$ cat config.mk
export PLATFORM = sky130hd
export DESIGN_NAME = dcs_exec
export DESIGN_NICKNAME = d
export VERILOG_FILES = /design/src/verilog/dcs_pkg.sv /design/src/verilog/dcs_exec.sv /design/src/verilog/store_delay.sv
export VERILOG_INCLUDE_DIRS = /design/src /design/src/verilog
export SDC_FILE = /design/constraint.sdc
export NUM_CORES = 1
export LEC_CHECK = 0
export BUFFER_PORTS_ARGS = -buffer_cell sky130_fd_sc_hd__buf_4
export CORE_MARGIN = 2
export CORE_UTILIZATION = 57
export DETAILED_ROUTE_END_ITERATION = 6
export HOLD_SLACK_MARGIN = 0.03
export PLACE_DENSITY = 0.84
export SLEW_MARGIN = 20
export SYNTH_ARGS = -nofsm -noshare
export SYNTH_HDL_FRONTEND = slang
export SYNTH_SLANG_ARGS = --single-unit
$ cat constraint.sdc
create_clock -name sys_clk_in -period 4.5 [get_ports sys_clk_in]
set_input_delay 0.225 -clock sys_clk_in [delete_from_list [all_inputs] [get_ports sys_clk_in]]
set_output_delay 0.225 -clock sys_clk_in [all_outputs]
set_load 0.05 [all_outputs]
$ cat src/verilog/dcs_defs.svh
/*
 Constants for the decimal-convert and store execution datapath.
 Assumes inclusion by bare name from design files.
*/
`ifndef DCS_DEFS_SVH
`define DCS_DEFS_SVH
`define SIGN_PLUS 4'hC
`define SIGN_MINUS 4'hD
`define SIGN_MINUS_ALT 4'hB
`define CONV_LAST_BYTE 3'h3
`define CONV_BRANCH_BITS 3'h3
`define ABC_ALL_ONES 3'h7
`define ASC_SHIFT 4
`define MEM_REQ_CYCLES 2'h3
`define FIX_LO 28
`endif

$ cat src/verilog/dcs_pkg.sv
/*
 Types shared by the datapath and its storage-request staging.
 Assumes nothing beyond a SystemVerilog compiler.
*/
package dcs_pkg;
    typedef enum logic [3:0] {
        OP_NONE = 4'h0,
        OP_CVD = 4'h1,
        OP_ST = 4'h2,
        OP_STH = 4'h3
    } op_e;
    typedef struct packed {
        logic [63:0] data;
        logic [7:0] marks;
    } store_req_s;
endpackage : dcs_pkg

$ cat src/verilog/dcs_exec.sv
/*
 Execution datapath: binary-to-decimal convert finish, fullword and
 halfword store, address-store-compare, spec and protection handling.
 Assumes a microprogram sequencer drives start pulses and operands,
 and main storage takes doubleword writes with byte marks.
*/
//
// Contract
// - count bits; branch at seven, next byte
// - loop bytes until serial counter three
// - negative: final add, minus sign code
// - shift left four, all marks, store
// - positive: plus sign, shift, store
// - excess-six gating only for convert
// - sum to both registers, double
// - add six when half-byte five plus
// - all half-bytes 28-63 in parallel
// - fullword: bit 61 picks word marks
// - halfword stores low sixteen bits only
// - misaligned halfword raises spec, suppressed
// - address 21-23 loads serial counter
// - adder counter all ones minus one
// - mark n gates bits 8n..8n+7
// - high byte, request, counters step
// - two's complement compare sets refetch
// - refetch trigger sampled at next fetch
// - low byte from source register, end-op
// - protection check: no store, late interrupt
// - positive sign code is 1100
// - sign bit copied into sign flag
`timescale 1ns/1ps
`default_nettype none
`include "dcs_defs.svh"
module dcs_exec (
    input wire logic sys_clk_in,
    input wire logic rstn_in,
    input wire logic start_in,
    input wire dcs_pkg::op_e op_in,
    input wire logic [63:0] operand_in,
    input wire logic [23:0] addr_in,
    input wire logic [23:0] next_instr_counter_in,
    input wire logic minus_alt_in,
    input wire logic prot_check_in,
    input wire logic ifetch_in,
    output logic busy_out,
    output logic end_op_out,
    output logic spec_int_out,
    output logic prot_int_out,
    output logic refetch_out,
    output logic mem_write_out,
    output logic [63:0] mem_data_out,
    output logic [7:0] mem_marks_out,
    output logic [63:0] result_out
);
    // ----------------------------------------
    // State
    // ----------------------------------------
    typedef enum logic [6:0] {
        S_IDLE = 7'b0000001,
        S_CONV = 7'b0000010,
        S_TERM = 7'b0000100,
        S_SIGN = 7'b0001000,
        S_HIGH = 7'b0010000,
        S_LOW = 7'b0100000,
        S_WAIT = 7'b1000000
    } state_e;
    state_e state;
    dcs_pkg::op_e op;
    logic [2:0] adder_byte_counter;
    logic [2:0] serial_byte_counter;
    logic [7:0] serial_sum_latch;
    logic [63:0] source;
    logic [67:0] wide_work_register;
    logic [63:0] shift_pair_register;
    logic [63:0] outbound_doubleword_register;
    logic [7:0] marks;
    logic sign_flag;
    logic refetch_trigger;
    logic late_prot;
    logic prot_armed;
    logic issue;
    logic [2:0] wait_count;
    logic [63:0] parallel_input_a;
    logic [63:0] parallel_input_b;
    logic [63:0] parallel_sum_latch;
    logic [23:0] asc_sum;
    logic asc_hit;
    dcs_pkg::store_req_s req;
    dcs_pkg::store_req_s req_done;

    // ----------------------------------------
    // Functions
    // ----------------------------------------
    function automatic logic needs_six(input logic [3:0] d);
        needs_six = d[3] | (d[2] & d[1]) | (d[2] & d[0]);
    endfunction : needs_six
    function automatic logic [63:0] byte_place(input logic [7:0] b, input logic [2:0] pos);
        byte_place = {56'h0, b} << ({3'h7 - pos, 3'h0});
    endfunction : byte_place
    function automatic logic [7:0] mark_of(input logic [2:0] pos);
        mark_of = 8'h80 >> pos;
    endfunction : mark_of

    // ----------------------------------------
    // Parallel adder
    // ----------------------------------------
    always_comb begin
        parallel_input_a = {shift_pair_register[62:0], 1'b0};
        parallel_input_b = 64'h0;
        if (op == dcs_pkg::OP_CVD) begin
            for (int i = 0; i < 9; i++) begin
                if (needs_six(wide_work_register[4 * i +: 4]))
                    parallel_input_b[4 * i +: 4] = 4'h6;
            end
        end
        parallel_sum_latch = parallel_input_a + parallel_input_b + {63'h0, serial_sum_latch[7]};
        asc_sum = next_instr_counter_in + (~addr_in + 24'h1);
        asc_hit = ((asc_sum >> `ASC_SHIFT) == 24'h0);
    end

    // ----------------------------------------
    // Sequencer
    // ----------------------------------------
    always_ff @(posedge sys_clk_in) begin
        if (!rstn_in) begin
            state <= S_IDLE;
            op <= dcs_pkg::OP_NONE;
            adder_byte_counter <= 3'h0;
            serial_byte_counter <= 3'h0;
            serial_sum_latch <= 8'h0;
            source <= 64'h0;
            wide_work_register <= 68'h0;
            shift_pair_register <= 64'h0;
            outbound_doubleword_register <= 64'h0;
            marks <= 8'h0;
            sign_flag <= 1'b0;
            issue <= 1'b0;
            end_op_out <= 1'b0;
            spec_int_out <= 1'b0;
            wait_count <= 3'h0;
            result_out <= 64'h0;
        end else begin
            issue <= 1'b0;
            end_op_out <= 1'b0;
            spec_int_out <= 1'b0;
            case (state)
                S_IDLE: begin
                    if (start_in) begin
                        op <= op_in;
                        adder_byte_counter <= 3'h0;
                        wide_work_register <= 68'h0;
                        shift_pair_register <= 64'h0;
                        marks <= 8'h0;
                        if (op_in == dcs_pkg::OP_CVD) begin
                            sign_flag <= operand_in[31];
                            source <= operand_in[31] ? {32'h0, -operand_in[31:0]} : {32'h0, operand_in[31:0]};
                            serial_byte_counter <= 3'h0;
                            serial_sum_latch <= operand_in[31] ? -operand_in[31:24] - {7'h0, |operand_in[23:0]}
                                : operand_in[31:24];
                            state <= S_CONV;
                        end else if (op_in == dcs_pkg::OP_ST) begin
                            if (addr_in[1:0] != 2'h0) begin
                                spec_int_out <= 1'b1;
                                end_op_out <= 1'b1;
                            end else begin
                                // Sum bit 61 is address bit 21 here
                                outbound_doubleword_register <= {operand_in[31:0], operand_in[31:0]};
                                marks <= addr_in[2] ? 8'h0F : 8'hF0;
                                issue <= 1'b1;
                                wait_count <= 3'h3;
                                state <= S_WAIT;
                            end
                        end else if (op_in == dcs_pkg::OP_STH) begin
                            if (addr_in[0]) begin
                                spec_int_out <= 1'b1;
                                end_op_out <= 1'b1;
                            end else begin
                                serial_byte_counter <= addr_in[2:0];
                                source <= {48'h0, operand_in[15:0]};
                                adder_byte_counter <= `ABC_ALL_ONES - 3'h1;
                                state <= S_HIGH;
                            end
                        end else begin
                            end_op_out <= 1'b1;
                        end
                    end
                end
                S_CONV, S_TERM: begin
                    wide_work_register <= {4'h0, parallel_sum_latch};
                    shift_pair_register <= parallel_sum_latch;
                    serial_sum_latch <= {serial_sum_latch[6:0], 1'b0};
                    adder_byte_counter <= adder_byte_counter + 3'h1;
                    if (adder_byte_counter == 3'h7) begin
                        adder_byte_counter <= 3'h0;
                        serial_byte_counter <= serial_byte_counter + 3'h1;
                        if (serial_byte_counter == `CONV_LAST_BYTE) begin
                            state <= S_SIGN;
                        end else begin
                            serial_sum_latch <= source[8 * (3'h2 - serial_byte_counter) +: 8];
                        end
                    end else if (adder_byte_counter >= 3'h4 && serial_byte_counter == `CONV_LAST_BYTE)
                        state <= S_TERM;
                end
                S_SIGN: begin
                    wide_work_register[67:64] <= sign_flag ? (minus_alt_in ? `SIGN_MINUS_ALT : `SIGN_MINUS)
                        : `SIGN_PLUS;
                    outbound_doubleword_register <= {wide_work_register[59:0], sign_flag ?
                        (minus_alt_in ? `SIGN_MINUS_ALT : `SIGN_MINUS) : `SIGN_PLUS};
                    result_out <= {wide_work_register[59:0], sign_flag ? (minus_alt_in ? `SIGN_MINUS_ALT
                        : `SIGN_MINUS) : `SIGN_PLUS};
                    marks <= 8'hFF;
                    issue <= 1'b1;
                    wait_count <= 3'h3;
                    state <= S_WAIT;
                end
                S_HIGH: begin
                    outbound_doubleword_register <= byte_place(source[15:8], serial_byte_counter);
                    marks <= mark_of(serial_byte_counter);
                    issue <= 1'b1;
                    adder_byte_counter <= adder_byte_counter + 3'h1;
                    serial_byte_counter <= serial_byte_counter + 3'h1;
                    state <= S_LOW;
                end
                S_LOW: begin
                    outbound_doubleword_register <= byte_place(source[7:0], serial_byte_counter);
                    marks <= mark_of(serial_byte_counter);
                    wait_count <= 3'h2;
                    state <= S_WAIT;
                end
                S_WAIT: begin
                    wait_count <= wait_count - 3'h1;
                    if (wait_count == 3'h1) begin
                        end_op_out <= 1'b1;
                        op <= dcs_pkg::OP_NONE;
                        state <= S_IDLE;
                    end
                end
                default: state <= S_IDLE;
            endcase
        end
    end

    // ----------------------------------------
    // Refetch and protection
    // ----------------------------------------
    always_ff @(posedge sys_clk_in) begin
        if (!rstn_in) begin
            refetch_trigger <= 1'b0;
        end else if (issue && asc_hit) begin
            refetch_trigger <= 1'b1;
        end else if (ifetch_in) begin
            refetch_trigger <= 1'b0;
        end
    end
    assign refetch_out = refetch_trigger && ifetch_in;

    // Interrupt waits one full instruction after the failed store
    always_ff @(posedge sys_clk_in) begin
        if (!rstn_in) begin
            late_prot <= 1'b0;
            prot_armed <= 1'b0;
            prot_int_out <= 1'b0;
        end else begin
            prot_int_out <= 1'b0;
            if (prot_check_in && state == S_WAIT) begin
                late_prot <= 1'b1;
            end else if (late_prot && end_op_out) begin
                // Own end-op first; the next one raises it
                late_prot <= 1'b0;
                prot_armed <= 1'b1;
            end else if (prot_armed && end_op_out) begin
                prot_armed <= 1'b0;
                prot_int_out <= 1'b1;
            end
        end
    end

    // ----------------------------------------
    // Storage request staging
    // ----------------------------------------
    always_comb begin
        req.data = outbound_doubleword_register;
        req.marks = marks;
        if (!issue && state != S_WAIT) begin
            req = '0;
        end
    end

    store_delay u_store_delay (
        .sys_clk_in(sys_clk_in),
        .rstn_in(rstn_in),
        .issue_in(issue),
        .cancel_in(prot_check_in),
        .req_in(req),
        .write_out(mem_write_out),
        .req_out(req_done)
    );
    assign mem_data_out = req_done.data;
    assign mem_marks_out = req_done.marks;
    assign busy_out = (state != S_IDLE);

    // ----------------------------------------
    // Checks
    // ----------------------------------------
    property p_sign_plus;
        @(posedge sys_clk_in) disable iff (!rstn_in)
        (state == S_SIGN && !sign_flag) |=> (outbound_doubleword_register[3:0] == 4'hC);
    endproperty
    a_sign_plus: assert property (p_sign_plus) else $error("plus sign wrong");
    property p_all_marks;
        @(posedge sys_clk_in) disable iff (!rstn_in)
        (state == S_SIGN) |=> (marks == 8'hFF) && issue;
    endproperty
    a_all_marks: assert property (p_all_marks) else $error("marks not all set");
    property p_spec;
        @(posedge sys_clk_in) disable iff (!rstn_in)
        (state == S_IDLE && start_in && op_in == dcs_pkg::OP_STH && addr_in[0]) |=> spec_int_out && !issue;
    endproperty
    a_spec: assert property (p_spec) else $error("spec check missed");
    property p_excess_only_cvd;
        @(posedge sys_clk_in) disable iff (!rstn_in)
        (op != dcs_pkg::OP_CVD) |-> (parallel_input_b == 64'h0);
    endproperty
    a_excess_only_cvd: assert property (p_excess_only_cvd) else $error("excess gate outside convert");
    property p_mem_delay;
        @(posedge sys_clk_in) disable iff (!rstn_in)
        (issue && !prot_check_in) |-> ##3 mem_write_out || $past(prot_check_in);
    endproperty
    a_mem_delay: assert property (p_mem_delay) else $error("write not three later");
    property p_abc_six;
        @(posedge sys_clk_in) disable iff (!rstn_in)
        (state == S_IDLE && start_in && op_in == dcs_pkg::OP_STH && !addr_in[0]) |=> adder_byte_counter == 3'h6;
    endproperty
    a_abc_six: assert property (p_abc_six) else $error("adder counter not six");
    property p_st_marks;
        @(posedge sys_clk_in) disable iff (!rstn_in)
        (state == S_IDLE && start_in && op_in == dcs_pkg::OP_ST && addr_in[1:0] == 2'h0)
        |=> marks == (addr_in[2] ? 8'h0F : 8'hF0);
    endproperty
    a_st_marks: assert property (p_st_marks) else $error("fullword marks wrong");
    property p_refetch;
        @(posedge sys_clk_in) disable iff (!rstn_in)
        (issue && asc_hit) |=> refetch_trigger;
    endproperty
    a_refetch: assert property (p_refetch) else $error("refetch not set");
    property p_fix;
        @(posedge sys_clk_in) disable iff (!rstn_in)
        (op == dcs_pkg::OP_CVD && wide_work_register[3:0] == 4'h5) |-> parallel_input_b[3:0] == 4'h6;
    endproperty
    a_fix: assert property (p_fix) else $error("add six missed");
    c_cvd: cover property (@(posedge sys_clk_in) state == S_SIGN);
    c_sth: cover property (@(posedge sys_clk_in) state == S_LOW);
    c_prot: cover property (@(posedge sys_clk_in) prot_int_out);
endmodule : dcs_exec
`default_nettype wire

$ cat src/verilog/store_delay.sv
/*
 Holds a doubleword store request for the three-cycle storage delay.
 Assumes a single clock and a synchronous active-low reset.
*/
`timescale 1ns/1ps
`default_nettype none
`include "dcs_defs.svh"
module store_delay (
    input wire logic sys_clk_in,
    input wire logic rstn_in,
    input wire logic issue_in,
    input wire logic cancel_in,
    input wire dcs_pkg::store_req_s req_in,
    output logic write_out,
    output dcs_pkg::store_req_s req_out
);
    logic [1:0] count;
    logic busy;
    always_ff @(posedge sys_clk_in) begin
        if (!rstn_in) begin
            count <= 2'h0;
            busy <= 1'b0;
            write_out <= 1'b0;
            req_out <= '0;
        end else begin
            write_out <= 1'b0;
            if (issue_in) begin
                busy <= 1'b1;
                count <= `MEM_REQ_CYCLES - 2'h1;
                req_out <= req_in;
            end else if (busy) begin
                // Later bytes may still arrive before the write
                req_out.data <= req_out.data | req_in.data;
                req_out.marks <= req_out.marks | req_in.marks;
                if (count == 2'h1) begin
                    busy <= 1'b0;
                    write_out <= !cancel_in;
                end
                count <= count - 2'h1;
            end
        end
    end
endmodule : store_delay
`default_nettype wire

Word-level counts from Yosys, hierarchy flattened

Index checks and enable logic that the tools add are counted.

Flip-flop bits (word level): 431
Bits of input ports: 122
Word-level logic and storage cells: 267
Output and inout port bits: 142

$add $sub $neg: 13
Bitwise gates (word level): 45
Shift-type cells: 4
Order comparisons: 1
Equality and inequality tests: 34
Reduce and logical (&&, ||, !) cells: 43
Muxes and demuxes: 101

Operator list:

| cell                  | number |
|---|---|
| $mux 64               | 8 |
| $pmux 64 s4           | 1 |
| $mux 72               | 3 |
| $shl 8x6->64          | 2 |
| $pmux 60 s2           | 1 |
| $pmux 59 s2           | 1 |
| $mux 3                | 27 |
| $mux 8                | 10 |
| $mux 7                | 10 |
| $or 64x64->64         | 1 |
| $shiftx 64x33->8      | 1 |
| $add 60x1->60         | 1 |
| $add 60x36->60        | 1 |
| $mux 60               | 1 |
| $mux 59               | 1 |
| $mux 36               | 1 |
| $pmux 7 s5            | 1 |
| $mux 32               | 1 |
| $neg 32->32           | 1 |
| $add 24x1->24 const B | 1 |
| $add 24x24->24        | 1 |
| $logic_not 24->1      | 1 |
| $not 24->24           | 1 |
| $pmux 8 s3            | 1 |
| other kinds (54)      | 163 |

Logic depth before layout (Yosys ltp)

Depth after elaboration: 8
Gate-level depth with buffers: 18
Mapped depth without buffers: 18

Hierarchy

Synthesis repeated with hierarchy kept, for this count alone.

Cell total of the unflattened synthesis: 2318
Area total of the unflattened synthesis: 18370.1 um^2

Modules (own cells, without submodules):

| module      | instances | area each (um^2) | sequential area each (um^2) | cells each |
|---|---|---|---|---|
| dcs_exec    | 1         | 15240.9          | 5285.1                      | 1983 |
| store_delay | 1         | 3129.3           | 1521.5                      | 335 |

Least setup slack after synthesis

OpenSTA, ideal clock, no wires.

Kind: reg2reg
From: reg op[3]
To: reg wide_work_register[30]
Data required time: 4.376 ns
Period minus slack after synthesis: 3.641 ns
Path slack: 0.859 ns
Library setup time: 0.124 ns
Buffers on the path: 3
Cell stages (with the launch flop): 16
Data arrival time: 3.517 ns
Cell sequence: dfxtp_1 > or4b_1 > buf_6 > buf_2 > buf_1 > a21oi_1 > ha_1 > a21o_1 > a41o_1 > a211oi_1 > nor4b_2 > nor2_1 > o31ai_1 > a21oi_1 > xor2_1 > o21ai_1

Cells in the longest elaborated chain, start to end: 5

RTL lines:

| element                  | RTL line        | text |
|---|---|---|
| start: declaration       | dcs_exec.sv:68  | `dcs_pkg::op_e op;` |
| start signal: assignment | dcs_exec.sv:127 | `op <= dcs_pkg::OP_NONE;` |
| start signal: assignment | dcs_exec.sv:149 | `op <= op_in;` |
| start signal: assignment | dcs_exec.sv:234 | `op <= dcs_pkg::OP_NONE;` |
| $eq 4x1->1               | dcs_exec.sv:110 | `if (op == dcs_pkg::OP_CVD) begin` |
| $mux 36                  | dcs_exec.sv:110 |  |
| $add 60x36->60           | dcs_exec.sv:116 | `parallel_sum_latch = parallel_input_a + parallel_input_b + {63'h0, serial_sum_latch[7]};` |
| $add 60x1->60            | dcs_exec.sv:116 |  |
| $pmux 60 s2              | dcs_exec.sv:146 | `case (state)` |
| end signal: assignment   | dcs_exec.sv:189 | `wide_work_register <= {4'h0, parallel_sum_latch};` |
| end: declaration         | dcs_exec.sv:73  | `logic [67:0] wide_work_register;` |

No other way between the ends.
A chain may end at the register's enable or synchronous reset.

Final worst setup path

From: reg op[3]
To: reg wide_work_register[59]

The elaborated chain is that of the path after synthesis.

==> impl_metrics.json <==
{
  "setup_viol": 0,
  "cts_buffers": 35,
  "post_cts_resize_count": 0,
  "start_util_pct": 58.1,
  "timing.rr.end": "wide_work_register[59]",
  "min_path_type": "input pin to flop",
  "timing.setup.critical_path_class": "flop to flop",
  "seqCellArea_um2": 6810,
  "dieHeight_um": 176,
  "syn-num-nets": 2247,
  "synth_fa_ha_area_share_pct": 4.52,
  "grt_pass1_vias": 15600,
  "drt_iter0_drc": 2047,
  "critPathSlowestCell": "or4b_1",
  "syn-instance-count": 2065,
  "final_util_pct": 69.4,
  "synth_cell_types": 76,
  "first_pass_iters": 6,
  "antenna_found_initial": 1,
  "crit_top_cell": "a21oi_1",
  "synth_seq_cells": 340,
  "synth-seq-area-share_pct": 40.6,
  "synth_area_um2": 16800,
  "drcViolationCount": 0,
  "p_leak_nw": 7.64,
  "drive_gt1_share_pct": 15.7,
  "max-clock-path-buffers": 3,
  "h-tree-depth": 2,
  "use_met1_pct": 43.8,
  "fillers": 2267,
  "path_cells": "or4b_1 > a21oi_1 > ha_1 > fa_1 > a41o_1 > a21oi_1 > a21oi_1 > o21ai_0 > a21oi_1 > a211oi_2 > buf_4 > nor4b_1 > xnor2_1 > o21ai_0",
  "grt_overflow_total": 0,
  "cp-startpoint": "op[3]",
  "postCtsSetupRepairBufs": 0,
  "grt_start_max_net_pins": 85,
  "async_reset_ff_share_pct": 0,
  "crit_fanout": 13,
  "grt_usage_pct": 34.0,
  "synth_edf_count": 0,
  "critPathMaxStageDelay_ps": 660,
  "synth_common_cells": "340 x dfxtp_1, 340 x nand2_1, 181 x o21ai_0, 180 x a21oi_1, 137 x nor2_1",
  "design_area_um2": 20000,
  "met2_usage_pct": 52.6,
  "maxCapViolations": 0,
  "area_growth_pct": 19.3,
  "dpl_worst_slack_ps": 567,
  "fin_setup_tns_ps": 0,
  "synth_top_family_by_area": "compound AO/OA/AOI/OAI gates",
  "route.vias.total": 16800,
  "end_kind": "flop",
  "fin_nets": 2416,
  "synthXorXnorAreaFrac_pct": 5.17,
  "yosysTopAreaCell": "dfxtp_1",
  "die_w_um": 176,
  "setup_slack_ps": 563,
  "clk_latency_ps": 550,
  "fmax_ghz": 0.254,
  "hold_violations": 0,
  "fin_cells": 2647,
  "grt_setup_unrepaired": "no",
  "dpl_cell_area_um2": 18700,
  "root_buffer": "clkbuf_16",
  "detail-route-antenna-nets": 0,
  "cts_tree": "built",
  "whs_ps": 57.9,
  "fin_skew_ps": 29.8,
  "syn_avg_cell_area_um2": 8.13,
  "post-route-period-util_pct": 87.5,
  "routedWlPerCell_um": 20.5,
  "synthFlopType": "dfxtp_1",
  "cts_sinks": 340,
  "gp_congestion": 0.984,
  "die-area_um2": 30800,
  "use_met3_pct": 6.47,
  "yosysTopAreaCellShare_pct": 40.6,
  "total_power_mw": 7.29,
  "totalWireLength_um": 54200,
  "num_rows": 62,
  "post-place-cells": 2571,
  "multi_input_area_um2": 9260,
  "slew_violations": 0,
  "fin_crit_ps": 3940,
  "viasPerCell": 6.36,
  "cp_data_arrival_time_ps": 4350,
  "portBuffers": 231,
  "ioPinCount": 264,
  "core-area_um2": 28900,
  "worstSetupEndpoint": "wide_work_register[59]",
  "start_kind": "flop",
  "status": "finished clean",
  "synth_compound_area_share_pct": 25.5,
  "path_clk_slew_ps": 70,
  "tightest_slew_ps": 1100,
  "synth_mux_area_share_pct": 1.98,
  "reg2reg_depth": 14,
  "p_per_area_nw_per_um2": 364,
  "rrSetupSlack_ps": 560,
  "synth-simple-area-share_pct": 17.8,
  "slew_headroom_pct": 25.8,
  "dpl.hpwl_um": 38100,
  "synthTopCellsByArea": "dfxtp_1 41%, nand2_1 7.6%, o21ai_0 5.4%",
  "rr_startpoint": "op[3]",
  "grt_pass1_wl_um": 84000,
  "yosysWarnings": 0,
  "grt_busiest_layer": "met2",
  "peakVddDrop_v": 0.000229,
  "crit_required_ps": 4910
}
flip-flops by register name (all words and copies together), names as in the netlist, 4 cells and up:
register and flops:
wide_work_register 60, outbound_doubleword_register 64, source 32, serial_sum_latch 8, u_store_delay.req_out 72, state 7, marks 8, op 4
result_out 64
placed cells by master, fill, tap and decap left out, types with 6 or more instances in the layout:
| master | n |
|---|---|
| clkbuf_1 | 6 |
| a311oi_1 | 6 |
| a2111oi_0 | 6 |
| nor2b_1 | 10 |
| or3_1 | 6 |
| nand2b_1 | 10 |
| mux2_2 | 9 |
| a221oi_1 | 7 |
| clkbuf_16 | 35 |
| ha_1 | 59 |
| a22o_1 | 73 |
| a211oi_1 | 33 |
| dfxtp_1 | 340 |
| nand3_1 | 55 |
| nand4_1 | 14 |
| nor3_1 | 27 |
| o31ai_1 | 16 |
| and3_1 | 15 |
| nand3b_1 | 9 |
| o21ai_0 | 181 |
| nand2_1 | 339 |
| a21oi_1 | 180 |
| a22oi_1 | 20 |
| a21o_1 | 10 |
| and2_1 | 10 |
| o21a_1 | 12 |
| inv_1 | 63 |
| mux4_2 | 8 |
| xnor2_1 | 66 |
| o21ai_1 | 13 |
| a31oi_1 | 76 |
| buf_4 | 252 |
| xor2_1 | 33 |
| clkbuf_8 | 6 |
| clkinv_2 | 7 |
| dlygate4sd3_1 | 10 |
| o21bai_1 | 9 |
| nor2_1 | 135 |
kinds of logic (layout without fill, tap and decap cells):
family / after synthesis / after routing
AO/OA/AOI/OAI: 683 / 683
XOR/XNOR: 99 / 99
AND/OR/NAND/NOR: 667 / 667
multiplexers: 22 / 22
other: 0 / 2
adder cells (fa/ha/maj): 60 / 60
flip-flops: 340 / 340
buffers and inverters: 194 / 390
power breakdown:
group	switching (mW)	internal [mW]	total, mW
Clock	1.26	1.84	3.11
Combinational	0.637	0.328	0.966
Sequential	0.0960	3.12	3.22
Total	2.00	5.30	7.29
layer usage:
layer  routed length [µm]  part of all wire (%)
met1                21200                    39
met2                24000                    44
met3                 5310                   9.8
met4                 3740                   6.9
met5                    0                     0
worst max-delay path: cells and delay by family, from the launching register on:
kind	cells	cell delay, ps
compound gates	8	1570
xor+xnor	1	170
fa+ha+maj	2	510
simple gates	2	1020
buf+inv	1	210
flops	1	340
worst min path at each step:
stage | start | slack [ps] | endpoint | cells past startpoint
2_1_floorplan | prot_check_in | 300 | u_store_delay.write_out | 1
3_3_place_gp | source[31] | 440 | source[31] | 2
3_5_place_dp | prot_check_in | 440 | u_store_delay.write_out | 2
4_1_cts | addr_in[0] | 50 | spec_int_out | 3
5_1_grt | addr_in[0] | 100 | spec_int_out | 3
6_report | addr_in[0] | 60 | spec_int_out | 3
area by class of cell:
type / instances / share of cell area (%)
clock buffer: 47 / 4.90
antenna: 2 / 0.0250
timing repair buffer: 262 / 9.95
clock inverter: 17 / 1.27
inverter: 64 / 1.21
multi-input combinational: 1531 / 46.3
tap: 384 / 2.40
sequential: 340 / 34.0
what timing repair did:
item | CTS | global route
hold endpoints to repair | 11 | 0
hold buffers | 10 | 0
endpoints found under the setup margin | 0 | 0
Note: power is estimated with default switching activity, not from simulation.
